==> src/ppar_pkg.sv <==
// Operation
// - pointer is sixteen bits from four nibbles at 74h-77h, 74h most significant
// - system register map spans 74h-7fh with window, bank, index, pointer, status
// - all pointer nibbles clear on power-on, watchdog/stack and chip-enable reset
// - clock-stop instruction leaves the pointer unchanged
// - table read fetches the sixteen-bit word at the pointer into the data buffer
// - table reads, branches and calls target only implemented program memory
// - push decrements stack pointer, then writes pointer at the new entry
// - pop copies entry at current stack pointer, then increments stack pointer
// - indirect branch loads program counter from the pointer
// - indirect call starts a subroutine at the pointer address
// - increment adds one to the whole sixteen-bit pointer, carry across nibbles
// - pointer exchanges data with peripherals through the data buffer
// - system registers appear at 74h-7fh in every bank alike
// - data buffer sits at 0ch-0fh of bank 0
`default_nettype none
package ppar_pkg;
    // ------------------------------------------------------------------
    // data memory map
    // ------------------------------------------------------------------
    localparam logic [6:0] ADDR_PTR_TOP    = 7'h74;
    localparam logic [6:0] ADDR_PTR_UPPER  = 7'h75;
    localparam logic [6:0] ADDR_PTR_LOWER  = 7'h76;
    localparam logic [6:0] ADDR_PTR_BOTTOM = 7'h77;
    localparam logic [6:0] ADDR_WINDOW     = 7'h78;
    localparam logic [6:0] ADDR_BANK       = 7'h79;
    localparam logic [6:0] ADDR_IDX_HIGH   = 7'h7a;
    localparam logic [6:0] ADDR_IDX_MID    = 7'h7b;
    localparam logic [6:0] ADDR_IDX_LOW    = 7'h7c;
    localparam logic [6:0] ADDR_GRP_HIGH   = 7'h7d;
    localparam logic [6:0] ADDR_GRP_LOW    = 7'h7e;
    localparam logic [6:0] ADDR_STATUS     = 7'h7f;
    localparam logic [6:0] ADDR_DBUF_FIRST = 7'h0c;
    localparam logic [6:0] ADDR_DBUF_LAST  = 7'h0f;
    localparam logic [3:0] BANK_DBUF       = 4'h0;
    // ------------------------------------------------------------------
    // reset values and program memory tops per variant
    // ------------------------------------------------------------------
    localparam logic [15:0] PTR_RESET      = 16'h0000;
    localparam logic [3:0]  NIB_RESET      = 4'h0;
    localparam logic [15:0] PTR_ONE        = 16'h0001;
    localparam logic [15:0] TOP_SMALL      = 16'h1fff;
    localparam logic [15:0] TOP_MIDDLE     = 16'h2fff;
    localparam logic [15:0] TOP_LARGE      = 16'h3fff;
    localparam logic [15:0] PTR_ALL_ONES   = 16'hffff;
    // ------------------------------------------------------------------
    // nibble slicing of the pointer on the data bus
    // ------------------------------------------------------------------
    localparam int          NIB_W          = 4;
    localparam logic [1:0]  NIB_IDX_TOP    = 2'h3;
    localparam logic [3:0]  RDATA_NONE     = 4'h0;
    // ------------------------------------------------------------------
    // pointer operations from the execution unit
    // ------------------------------------------------------------------
    typedef enum logic [3:0] {
        PPAR_OP_NONE,
        PPAR_OP_TBL_READ,
        PPAR_OP_PUSH,
        PPAR_OP_POP,
        PPAR_OP_BRANCH,
        PPAR_OP_CALL,
        PPAR_OP_INC,
        PPAR_OP_CLK_STOP,
        PPAR_OP_DBUF_LOAD,
        PPAR_OP_DBUF_STORE
    } ppar_op_t;
endpackage
`default_nettype wire

==> src/ppar_regs.sv <==
`timescale 1ns/1ps
`default_nettype none
module ppar_regs
    import ppar_pkg::*;
#(
    parameter logic [15:0] PROG_TOP = TOP_LARGE,
    parameter int          SP_W     = 3
) (
    // clock and resets
    input  wire logic              CLK,
    input  wire logic              SYS_RST,
    input  wire logic              WDT_STACK_RST,
    input  wire logic              CE_RST,
    // data memory access
    input  wire logic [3:0]        DM_BANK,
    input  wire logic [6:0]        DM_ADDR,
    input  wire logic              DM_WR,
    input  wire logic [3:0]        DM_WDATA,
    output logic      [3:0]        DM_RDATA,
    output logic                   DM_SYSTEM_REGISTER_AREA_HIT,
    output logic                   DM_DBUF_HIT,
    // other system registers, kept outside this block
    input  wire logic [3:0]        OTHER_SYSTEM_REGISTER_AREA_RDATA,
    // instruction execution
    input  wire logic [3:0]        OP,
    input  wire logic              OP_VALID,
    // program memory
    output logic      [15:0]       PM_ADDR,
    output logic                   PM_RD,
    input  wire logic [15:0]       PM_RDATA,
    output logic                   PM_RANGE_ERR,
    // program counter load
    output logic                   PC_LOAD,
    output logic                   PC_CALL,
    output logic      [15:0]       PC_TARGET,
    // stack pointer and address stack
    output logic                   SP_DEC,
    output logic                   SP_INC,
    input  wire logic [SP_W-1:0]   SP,
    output logic                   STK_WR,
    output logic      [SP_W-1:0]   STK_IDX,
    output logic      [15:0]       STK_WDATA,
    input  wire logic [15:0]       STK_RDATA,
    // data buffer
    output logic                   DBUF_WR,
    output logic      [15:0]       DBUF_WDATA,
    input  wire logic [15:0]       DBUF_RDATA,
    // pointer value
    output logic      [15:0]       PTR
);
    // ------------------------------------------------------------------
    // decode
    // ------------------------------------------------------------------
    logic [15:0] ptr_ff;
    logic [15:0] nxt_ptr;
    logic        op_tbl;
    logic        op_push;
    logic        op_pop;
    logic        op_br;
    logic        op_call;
    logic        op_inc;
    logic        op_dld;
    logic        op_dst;
    logic        sys_hit;
    logic [1:0]  nib_sel;
    logic [3:0]  nib_rd;
    logic        any_rst;
    logic        in_range;

    function automatic logic is_op(input logic [3:0] code, input ppar_op_t o);
        is_op = (code == 4'(o));
    endfunction

    // nibble at 74h sits in bits 15:12, the one at 77h in bits 3:0
    function automatic int nib_base(input logic [1:0] sel);
        nib_base = (int'(NIB_IDX_TOP) - int'(sel)) * NIB_W;
    endfunction

    assign op_tbl  = OP_VALID && is_op(OP, PPAR_OP_TBL_READ);
    assign op_push = OP_VALID && is_op(OP, PPAR_OP_PUSH);
    assign op_pop  = OP_VALID && is_op(OP, PPAR_OP_POP);
    assign op_br   = OP_VALID && is_op(OP, PPAR_OP_BRANCH);
    assign op_call = OP_VALID && is_op(OP, PPAR_OP_CALL);
    assign op_inc  = OP_VALID && is_op(OP, PPAR_OP_INC);
    assign op_dld  = OP_VALID && is_op(OP, PPAR_OP_DBUF_LOAD);
    assign op_dst  = OP_VALID && is_op(OP, PPAR_OP_DBUF_STORE);

    // bank bits ignored: the system area answers in every bank
    assign sys_hit = (DM_ADDR >= ADDR_PTR_TOP) && (DM_ADDR <= ADDR_STATUS);
    assign DM_SYSTEM_REGISTER_AREA_HIT = sys_hit;
    assign DM_DBUF_HIT = (DM_BANK == BANK_DBUF) && (DM_ADDR >= ADDR_DBUF_FIRST)
                         && (DM_ADDR <= ADDR_DBUF_LAST);
    assign nib_sel = 2'(DM_ADDR - ADDR_PTR_TOP);
    // 74h carries bits 15:12, 77h bits 3:0
    assign nib_rd  = ptr_ff[nib_base(nib_sel) +: NIB_W];
    assign DM_RDATA = (DM_ADDR <= ADDR_PTR_BOTTOM && sys_hit) ? nib_rd
                    : (sys_hit ? OTHER_SYSTEM_REGISTER_AREA_RDATA : RDATA_NONE);

    // ------------------------------------------------------------------
    // pointer next value
    // ------------------------------------------------------------------
    always_comb begin
        nxt_ptr = ptr_ff; // clock stop and idle keep the value
        if (op_inc) begin
            nxt_ptr = ptr_ff + PTR_ONE; // full carry, ffff wraps silently
        end else if (op_pop) begin
            nxt_ptr = STK_RDATA; // entry at current sp
        end else if (op_dld) begin
            nxt_ptr = DBUF_RDATA; // peripheral exchange
        end else if (DM_WR && sys_hit && DM_ADDR <= ADDR_PTR_BOTTOM) begin
            nxt_ptr[nib_base(nib_sel) +: NIB_W] = DM_WDATA;
        end
    end

    assign any_rst = WDT_STACK_RST || CE_RST;

    // all three resets clear the pointer; the synchronous ones are
    // from core logic on the same clock
    always_ff @(posedge CLK or posedge SYS_RST) begin
        if (SYS_RST) begin
            ptr_ff <= PTR_RESET;
        end else if (any_rst) begin
            ptr_ff <= PTR_RESET;
        end else begin
            ptr_ff <= nxt_ptr;
        end
    end

    // ------------------------------------------------------------------
    // outputs toward the core
    // ------------------------------------------------------------------
    assign PTR      = ptr_ff;
    // address beyond implemented memory is flagged, not fetched
    assign in_range = (ptr_ff <= PROG_TOP);
    assign PM_ADDR  = ptr_ff;
    assign PM_RD    = op_tbl && in_range;
    assign PM_RANGE_ERR = (op_tbl || op_br || op_call) && !in_range;
    assign DBUF_WR    = (op_tbl && in_range) || op_dst;
    assign DBUF_WDATA = op_tbl ? PM_RDATA : ptr_ff;
    assign PC_LOAD   = (op_br || op_call) && in_range;
    assign PC_CALL   = op_call && in_range;
    assign PC_TARGET = ptr_ff;
    // push writes at sp-1 in the same cycle the sp is decremented
    assign SP_DEC    = op_push;
    assign STK_WR    = op_push;
    assign STK_IDX   = op_push ? SP_W'(SP - 1'b1) : SP;
    assign STK_WDATA = ptr_ff;
    assign SP_INC    = op_pop;
endmodule
`default_nettype wire

==> config.mk <==
export PLATFORM = sky130hd
export DESIGN_NAME = ppar_regs
export DESIGN_NICKNAME = d
export VERILOG_FILES = /design/src/ppar_pkg.sv /design/src/ppar_regs.sv
export SDC_FILE = /design/constraint.sdc
export NUM_CORES = 1
export LEC_CHECK = 0
export BUFFER_PORTS_ARGS = -buffer_cell sky130_fd_sc_hd__clkbuf_2
export CAP_MARGIN = 5
export CORE_MARGIN = 1.5
export CORE_UTILIZATION = 30
export CTS_CLUSTER_DIAMETER = 80
export DETAILED_ROUTE_END_ITERATION = 12
export PLACE_DENSITY_LB_ADDON = 0.05
export SYNTH_ARGS = -nofsm -noshare
export SYNTH_HDL_FRONTEND = slang
export SYNTH_SLANG_ARGS = --single-unit
export TNS_END_PERCENT = 10
==> constraint.sdc <==
create_clock -name CLK -period 2.7 [get_ports CLK]
set_input_delay 0.54 -clock CLK [delete_from_list [all_inputs] [get_ports CLK]]
set_output_delay 0.54 -clock CLK [all_outputs]
set_load 0.05 [all_outputs]
* Word-level counts from Yosys, hierarchy flattened
Index checks and enable logic that the tools add are counted.
Word-level totals: logic and storage cells 59, bits in registers 16, bits of input ports 80
Operators by class: muxes and demuxes 10, reduce and logical (&&, ||, !) cells 26, eq/ne operators 8, $lt $le $gt $ge 6, shifts and indexed selects 3, add/sub/neg operators 5
Operators by type and width (count):
- $mux W16 | 6
- $neg A5 Y33 | 1
- $shift A4 B33 Y16 const A | 1
- $shiftx A4 B33 Y16 | 1
- $logic_and A1 B1 Y1 | 18
- $add A16 B1 Y16 const B | 1
- $bwmux W16 | 1
- $le A16 B14 Y1 const B | 1
- $shiftx A16 B5 Y4 | 1
- $le A7 B7 Y1 const B | 2
- $eq A4 B3 Y1 const B | 3
- $eq A4 B2 Y1 const B | 2
- $eq A4 B4 Y1 const B | 2
- $mux W4 | 2
- $ge A7 B4 Y1 const B | 1
- $ge A7 B7 Y1 const B | 1
- $le A7 B4 Y1 const B | 1
- $logic_or A1 B1 Y1 | 5
- $reduce_bool A5 Y1 | 1
- $eq A4 B1 Y1 const B | 1
- $logic_not A4 Y1 | 1
- $mux W3 | 1
- $sub A2 B2 Y3 const A | 1
- $sub A3 B1 Y3 const B | 1
- 2 further kinds | 2

* Longest topological paths before layout
Gate-level depths: netlist (run 1).
depth after elaboration 10, depth in mapped cells 8, gate-level depth less buffers 7

* Worst setup path before layout (run 1)
Ideal clock, no wire load.
path kind input-to-output, start point input OP[1], end point output STK_IDX[2], buffers on the path 1, path slack -1.160 ns, required time 2.160 ns, arrival time 3.320 ns, stages 5, cells stage by stage buf_2 -> nand3b_1 -> nor3_1 -> nand2_1 -> xnor2_1
Between the ends: longest elaborated chain between the ends 3
RTL lines:
- from (decl) | RTL line ppar_regs.sv:25 | input wire logic [3:0] OP,
- $eq A4 B2 Y1 | RTL line ppar_regs.sv:71 | is_op = (code == 4'(o));
- $logic_and A1 B1 Y1 | RTL line ppar_regs.sv:80 | assign op_push = OP_VALID && is_op(OP, PPAR_OP_PUSH);
- named net SP_DEC | RTL line ppar_regs.sv:37 | output logic SP_DEC,
- $mux W3 | RTL line ppar_regs.sv:146 | assign STK_IDX = op_push ? SP_W'(SP - 1'b1) : SP;
- to (decl) | RTL line ppar_regs.sv:41 | output logic [SP_W-1:0] STK_IDX,
The timed path passes the listed nets, and every way through them passes these cells.

* Final worst setup path (run 1)
start point input OP[3], end point output STK_IDX[2]
Between the ends: longest elaborated chain between the ends 3
RTL lines (RTL line):
- $eq A4 B2 Y1 | ppar_regs.sv:71
- $logic_and A1 B1 Y1 | ppar_regs.sv:80
- $mux W3 | ppar_regs.sv:146
Every way passes these cells.

==> results.md, run 1 <==
- Run status: completed
- Number of instances in the synthesized netlist: 336
- Largest net degree at the start of global routing: 17
- Type of the worst min-delay path: in -> async
- Via count: 3070
- Sink Count: 16
- Number of setup violations in the final report: 0
- EDFF count, synth: 0
- Number of hold buffers added after CTS: 0
- Tightest Pin Transition: 0.695 ns
- Cell family with most CP delay: simple AND/OR/NAND/NOR gates
- HPWL after detailed placement: 7.60 mm
- CTS tree: built
- Final weighted congestion in routability-driven placement: 0.899
- Detailed Route Iter0 Violations: 132
- Die area: 0.00950 mm^2
- Routed wirelength normalized by instance count: 16.2 um
- Post-CTS sizing: 0
- Cell with the biggest individual delay on the critical path: nor3_2
- Maximum VDD drop: 0.142 mV
- Unique masters post-synth: 62
- Number of remaining DRC errors: 0
- Die Y-Extent: 97.5 um
- Wire length after detailed routing: 9.37 mm
- Global-route wire length before repair: 14.8 mm
- Net count after synthesis: 423
- Clock root buffer master: clkbuf_8
- Maximum single-stage delay on the critical path: 0.40 ns
- Port Buf Inserts: 176
- Later-pin clock latency in the skew report: 0.25 ns
- I/O Pins: 177
- Signal arrival time at the worst endpoint: 1.97 ns
- Clock Tree Buf Depth: 2
- Initial antenna violation count: 0
- Total number of yosys warnings: 0
- Max-slew violation count: 0
- GRT Util Overall: 0.193
- Final net count: 559
- Design Power: 1090 uW
- CP Max Fanout: 8
- Critical path required time: 2.16 ns
- Core Region: 0.00868 mm^2
- Sequential-to-total area share from yosys stat: 0.150
- Commonest cells after routing, fill and taps aside: clkbuf_2, a21oi_1, nand2_1
- Highest attainable clock frequency: 398 MHz
- CP startpoint kind: input port
- Layout cell share with drive strength beyond 1: 0.515
- Number of placement rows: 34
- Growth of design area from synthesis to finish: 30.8%
- Tmin final: 2.51 ns
- H-tree depth: 1
- Clk slew on worst S/H paths: 0.07 ns
- CP most frequent cell: clkbuf_2
- Drt pass-1 iters: 4
- Cell Area, Synth: 0.00268 mm^2
- Mean instance size in the synthesized netlist: 7.97 um^2
- CTS Buf Count: 3
- Leakage power summed over all cells: 0.00176 uW
- Flip-flop and latch count after synthesis: 16
- Power Dens Cells: 310 mW/mm^2
- Unrepaired setup endpoints after global routing: false
- Worst Setup End Kind: output port
- Dominant register cell in the synthesized netlist: dfrtp_1
- Total grt overflow: 0
- Die width: 97.5 um
- Via count of the first global-routing pass: 2897
- Worst slew margin: 0.536
- Commonest non-fill, non-tap cell in the layout: clkbuf_2
- Cell breakdown of the critical path: clkbuf_2, nand3b_1, nor3_2, nand2_1, xnor2_2, clkbuf_2
- Number of max-cap violations: 0
- Final cycle utilization of the critical path: 0.930
- Number of hold violations in the final report: 0
- Number of placed instances, taps included: 575
- Number of flip-flops under the largest register name: 16
- Type of the setup path with the least slack: in -> out
- Cell Count, Final, Fillers Out: 578
- Clock Skew: 0.00319 ns
- Antenna diode instance count: 0
- Buffering stage count on the worst path with inverters included: 2
- Count of nets left with antenna violations after detail routing: 0
- Fraction of synthesis flops using an asynchronous set or reset pin: 1.00
- Mean number of vias per cell: 5.31
- Post-CTS repair timing setup buffer count: 0
- Starting density of the core: 0.308
-- stage by stage --
step / hold slack (ns) / setup WS [ns] / instance area [um^2] / utilization / TNS (ns)
2_1_floorplan: 0.454 / -0.332 / 2700 / - / -0.996
3_3_place_gp: 0.667 / 0.236 / 3460 / 0.399 / 0
3_5_place_dp: 0.666 / 0.174 / 3460 / 0.399 / 0
4_1_cts: 0.404 / 0.165 / 3500 / 0.403 / 0
5_1_grt: 0.429 / 0.0932 / 3500 / 0.403 / 0
6_report: 0.371 / 0.190 / 3500 / 0.403 / 0
-- synth_stat cells (2+ instances only) --
cell	number	area [um^2]
buf_4	52	390
a21oi_1	38	190
nand2_1	25	93.8
nor2_1	24	90.1
dfrtp_1	16	400
mux2_2	16	180
inv_1	11	41.3
nand3_1	11	55.1
o2bb2ai_1	11	96.3
o21ai_0	10	50.1
buf_2	8	40.0
clkbuf_1	7	26.3
ha_1	7	87.6
nor3_1	6	30.0
a2bb2oi_1	5	43.8
mux2i_1	5	50.1
nand3b_1	5	37.5
mux4_2	4	90.1
nand2b_1	4	25.0
nand4_1	4	25.0
o221ai_1	4	35.0
a21o_1	3	22.5
nor2b_1	3	18.8
nor3b_1	3	22.5
nor4_1	3	18.8
o211ai_1	3	22.5
a2111o_1	2	22.5
a2111oi_2	2	30.0
a2111oi_4	2	55.1
a31o_2	2	17.5
a32o_1	2	20.0
and2_1	2	12.5
and3_1	2	12.5
and4_1	2	17.5
o2111ai_1	2	17.5
o31ai_1	2	15.0
or2_2	2	12.5
xnor2_1	2	17.5
-- cell families (layout without fill, tap and decap cells) --
group	count (synthesis)	count (layout)	share of synthesized area
AOI/OAI and AO/OA	99	99	0.278
xor gates and xnor gates	2	2	0.00655
adders and majority gates	7	7	0.0327
buffers and inverters	79	213	0.191
DFF	16	16	0.150
muxes	25	25	0.120
and+or+nand+nor	108	108	0.222
-- power breakdown --
group	switching [uW]	total [uW]	internal [uW]
Clock	89.0	188	99.1
Combinational	429	608	179
Sequential	36.9	289	252
-- worst register-to-register path: cells and delay by family (launching register included) --
kind,cells,cell delay (ns)
simple gates,3,0.78
compound gates,2,0.59
flops,1,0.58
-- per-layer routing --
metal  vias to the layer above  share of wire  GRT usage
li1                       1477              -          -
met1                      1453           0.42      0.241
met2                       130           0.50      0.347
met3                        10          0.066     0.0345
met4                         0          0.015     0.0418
met5                         -              0          0
-- layout make-up --
class | count | area (um^2)
multi-input combinational | 241 | 1790
sequential | 16 | 400
inverter | 11 | 41.3
clock buffer | 3 | 41.3
timing repair buffer | 199 | 1100
fill | 949 | 5180
tap | 108 | 135
-- path summary, 6_finish.rpt --
check | from | end | slack [ns] | cells past startpoint
max | OP[3] | STK_IDX[2] | 0.19 | 6
min | SYS_RST | PC_TARGET[10]$_DFFE_PP0P_ | 0.37 | 2
max reg2reg | PC_TARGET[2]$_DFFE_PP0P_ | PC_TARGET[12]$_DFFE_PP0P_ | 0.63 | 5
min reg2reg | PC_TARGET[1]$_DFFE_PP0P_ | PC_TARGET[1]$_DFFE_PP0P_ | 0.68 | 2
max in group asynchronous | SYS_RST | PC_TARGET[4]$_DFFE_PP0P_ | 1.89 | 2
min in group CLK | DM_WDATA[2] | PC_TARGET[2]$_DFFE_PP0P_ | 0.57 | 3
No activity file was read; power rests on OpenSTA's default activity.
==> run 2: changes to the inputs <==
--- a/config.mk
+++ b/config.mk
@@ -12,6 +12,7 @@
 export CTS_CLUSTER_DIAMETER = 80
 export DETAILED_ROUTE_END_ITERATION = 12
 export PLACE_DENSITY_LB_ADDON = 0.05
+export REMOVE_ABC_BUFFERS = 1
 export SYNTH_ARGS = -nofsm -noshare
 export SYNTH_HDL_FRONTEND = slang
 export SYNTH_SLANG_ARGS = --single-unit
==> run 2 against run 1 <==
Non-clock buffer count shrank 2. Sequential share of layout area grew 0.074 points. Sequential power is essentially flat.
==> results.md, run 2 (synthesis gave the netlist of run 1 again) <==
- GR Util met3: 0.0252
- CTS Buf Count: 3
- Sequential cell fraction of total power: 0.253
- Via count of the first global-routing pass: 2963
- Global-route wire length before repair: 15.7 mm
- GRT Util Overall: 0.203
- Cell breakdown of the critical path: clkbuf_2, ha_1, nand2_1, a21oi_1, buf_4, mux2i_1, nor2_1, clkbuf_2
- Die width: 97.5 um
- Worst hold slack across all endpoints: 0.366 ns
- Cell family with most CP delay: buffers and inverters
- Routed wirelength normalized by instance count: 17.3 um
- Type of the worst min-delay path: in -> async
- Critical path required time: 2.16 ns
- R2R Path End: PC_TARGET[12]$_DFFE_PP0P_
- Signal arrival time at the worst endpoint: 1.98 ns
- H-tree depth: 1
- Number of remaining DRC errors: 0
- Layout cell share with drive strength beyond 1: 0.505
- Type of the setup path with the least slack: in -> out
- Global-route layer with the greatest usage: met2
- Final net count: 557
- Wire length after detailed routing: 10.0 mm
- Number of placement rows: 34
- Unrepaired setup endpoints after global routing: false
- Commonest non-fill, non-tap cell in the layout: clkbuf_2
- Port Buf Inserts: 176
- Net load switching power: 575 uW
- Count of nets left with antenna violations after detail routing: 0
- Commonest cells after routing, fill and taps aside: clkbuf_2, a21oi_1, nand2_1
- Worst-case reg-to-reg path depth: 5
- Run status: completed
- Die Y-Extent: 97.5 um
- Number of flip-flops under the largest register name: 16
- CP startpoint kind: input port
- Clk slew on worst S/H paths: 0.09 ns
- M1 GR Usage: 0.284
- Clock root buffer master: clkbuf_8
- Final weighted congestion in routability-driven placement: 0.931
- Number of fill cells in the layout: 947
- Tmin final: 2.52 ns
- Met2 usage: 0.335
- Later-pin clock latency in the skew report: 0.26 ns
- CP Max Fanout: 9
- CP most frequent cell: clkbuf_2
- Number of max-cap violations: 0
- Worst Setup End Kind: output port
- Number of hold buffers added after CTS: 0
- Tightest Pin Transition: 0.720 ns
- Clock network fraction of total power: 0.208
- Highest attainable clock frequency: 397 MHz
- Maximum single-stage delay on the critical path: 0.28 ns
- CTS tree: built
- Buffering stage count on the worst path with inverters included: 3
- Combinational group share of total power: 0.539
- Die area: 0.00950 mm^2
- Switching part of the total: 0.508
- Maximum VDD drop: 0.185 mV
- Growth of design area from synthesis to finish: 29.9%
- Design Power: 1130 uW
- Largest net degree at the start of global routing: 18
- Mean number of vias per cell: 5.32
- Final cycle utilization of the critical path: 0.932
- Drt pass-1 iters: 4
- Total grt overflow: 0
- Clock Skew: 0.0129 ns
- Cell with the biggest individual delay on the critical path: ha_1
- Clock Tree Buf Depth: 2
- Worst slew margin: 0.520
- Power Dens Cells: 326 mW/mm^2
- Core Region: 0.00868 mm^2
- Number of hold violations in the final report: 0
- HPWL after detailed placement: 7.96 mm
- Worst reg2reg path startpoint: PC_TARGET[2]$_DFFE_PP0P_
- I/O Pins: 177
- Leakage power summed over all cells: 0.00174 uW
- Initial antenna violation count: 0
- Via count: 3068
- Post-CTS repair timing setup buffer count: 0
- Detailed Route Iter0 Violations: 154
- Number of setup violations in the final report: 0
- Internal power: 558 uW
- Post-CTS sizing: 0
- Max-slew violation count: 0
- Antenna diode instance count: 0
- Starting density of the core: 0.308
- Sink Count: 16
- Reg2reg setup slack: 0.47 ns
run 2: how the worst max path moves through the flow:
| stage | startpoint | endpoint | slack, ns | depth (start not counted) |
|---|---|---|---|---|
| after floorplan | OP[3] | STK_IDX[2] | -2.28 | 4 |
| after detailed placement | DM_ADDR[0] | PC_TARGET[14]$_DFFE_PP0P_ | 0.18 | 8 |
| after global routing | DM_ADDR[1] | DM_RDATA[0] | 0.03 | 8 |
| after global placement | DM_ADDR[1] | PC_TARGET[6]$_DFFE_PP0P_ | 0.21 | 9 |
| after CTS | DM_ADDR[1] | DM_RDATA[1] | 0.19 | 8 |
| final | DM_ADDR[1] | DM_RDATA[1] | 0.18 | 8 |
run 2: per-layer routing:
metal  part of all wire  vias to the layer above
li1                   -                     1467
met1               0.46                     1444
met2               0.46                      145
met3              0.066                       12
met4              0.014                        0
met5                  0                        -
run 2: cell type report:
type	count	area, um^2	area share
sequential	16	400	0.115
inverter	11	41.3	0.0119
multi-input combinational	241	1760	0.507
tap	108	135	0.0389
timing repair buffer	197	1080	0.311
clock buffer	4	55.1	0.0158
run 2: metrics by stage:
stage                      util  setup TNS [ns]  instance area, um^2  std cells  setup slack (ns)
after floorplan               -          -16.26                 2210        268             -2.28
after global placement    0.394               0                 3420        573             0.207
after detailed placement  0.394               0                 3420        573             0.184
after CTS                 0.401               0                 3480        577             0.193
after global routing      0.401               0                 3480        577            0.0303
final                     0.401               0                 3480        577             0.184
run 2: power by group through the flow:
stage,registers [uW],clock network [uW],logic (uW)
4_1_cts,287,232,612
3_3_place_gp,292,0,609
6_report,287,235,610
3_5_place_dp,292,0,610
5_1_grt,291,242,645
2_1_floorplan,467,0,220
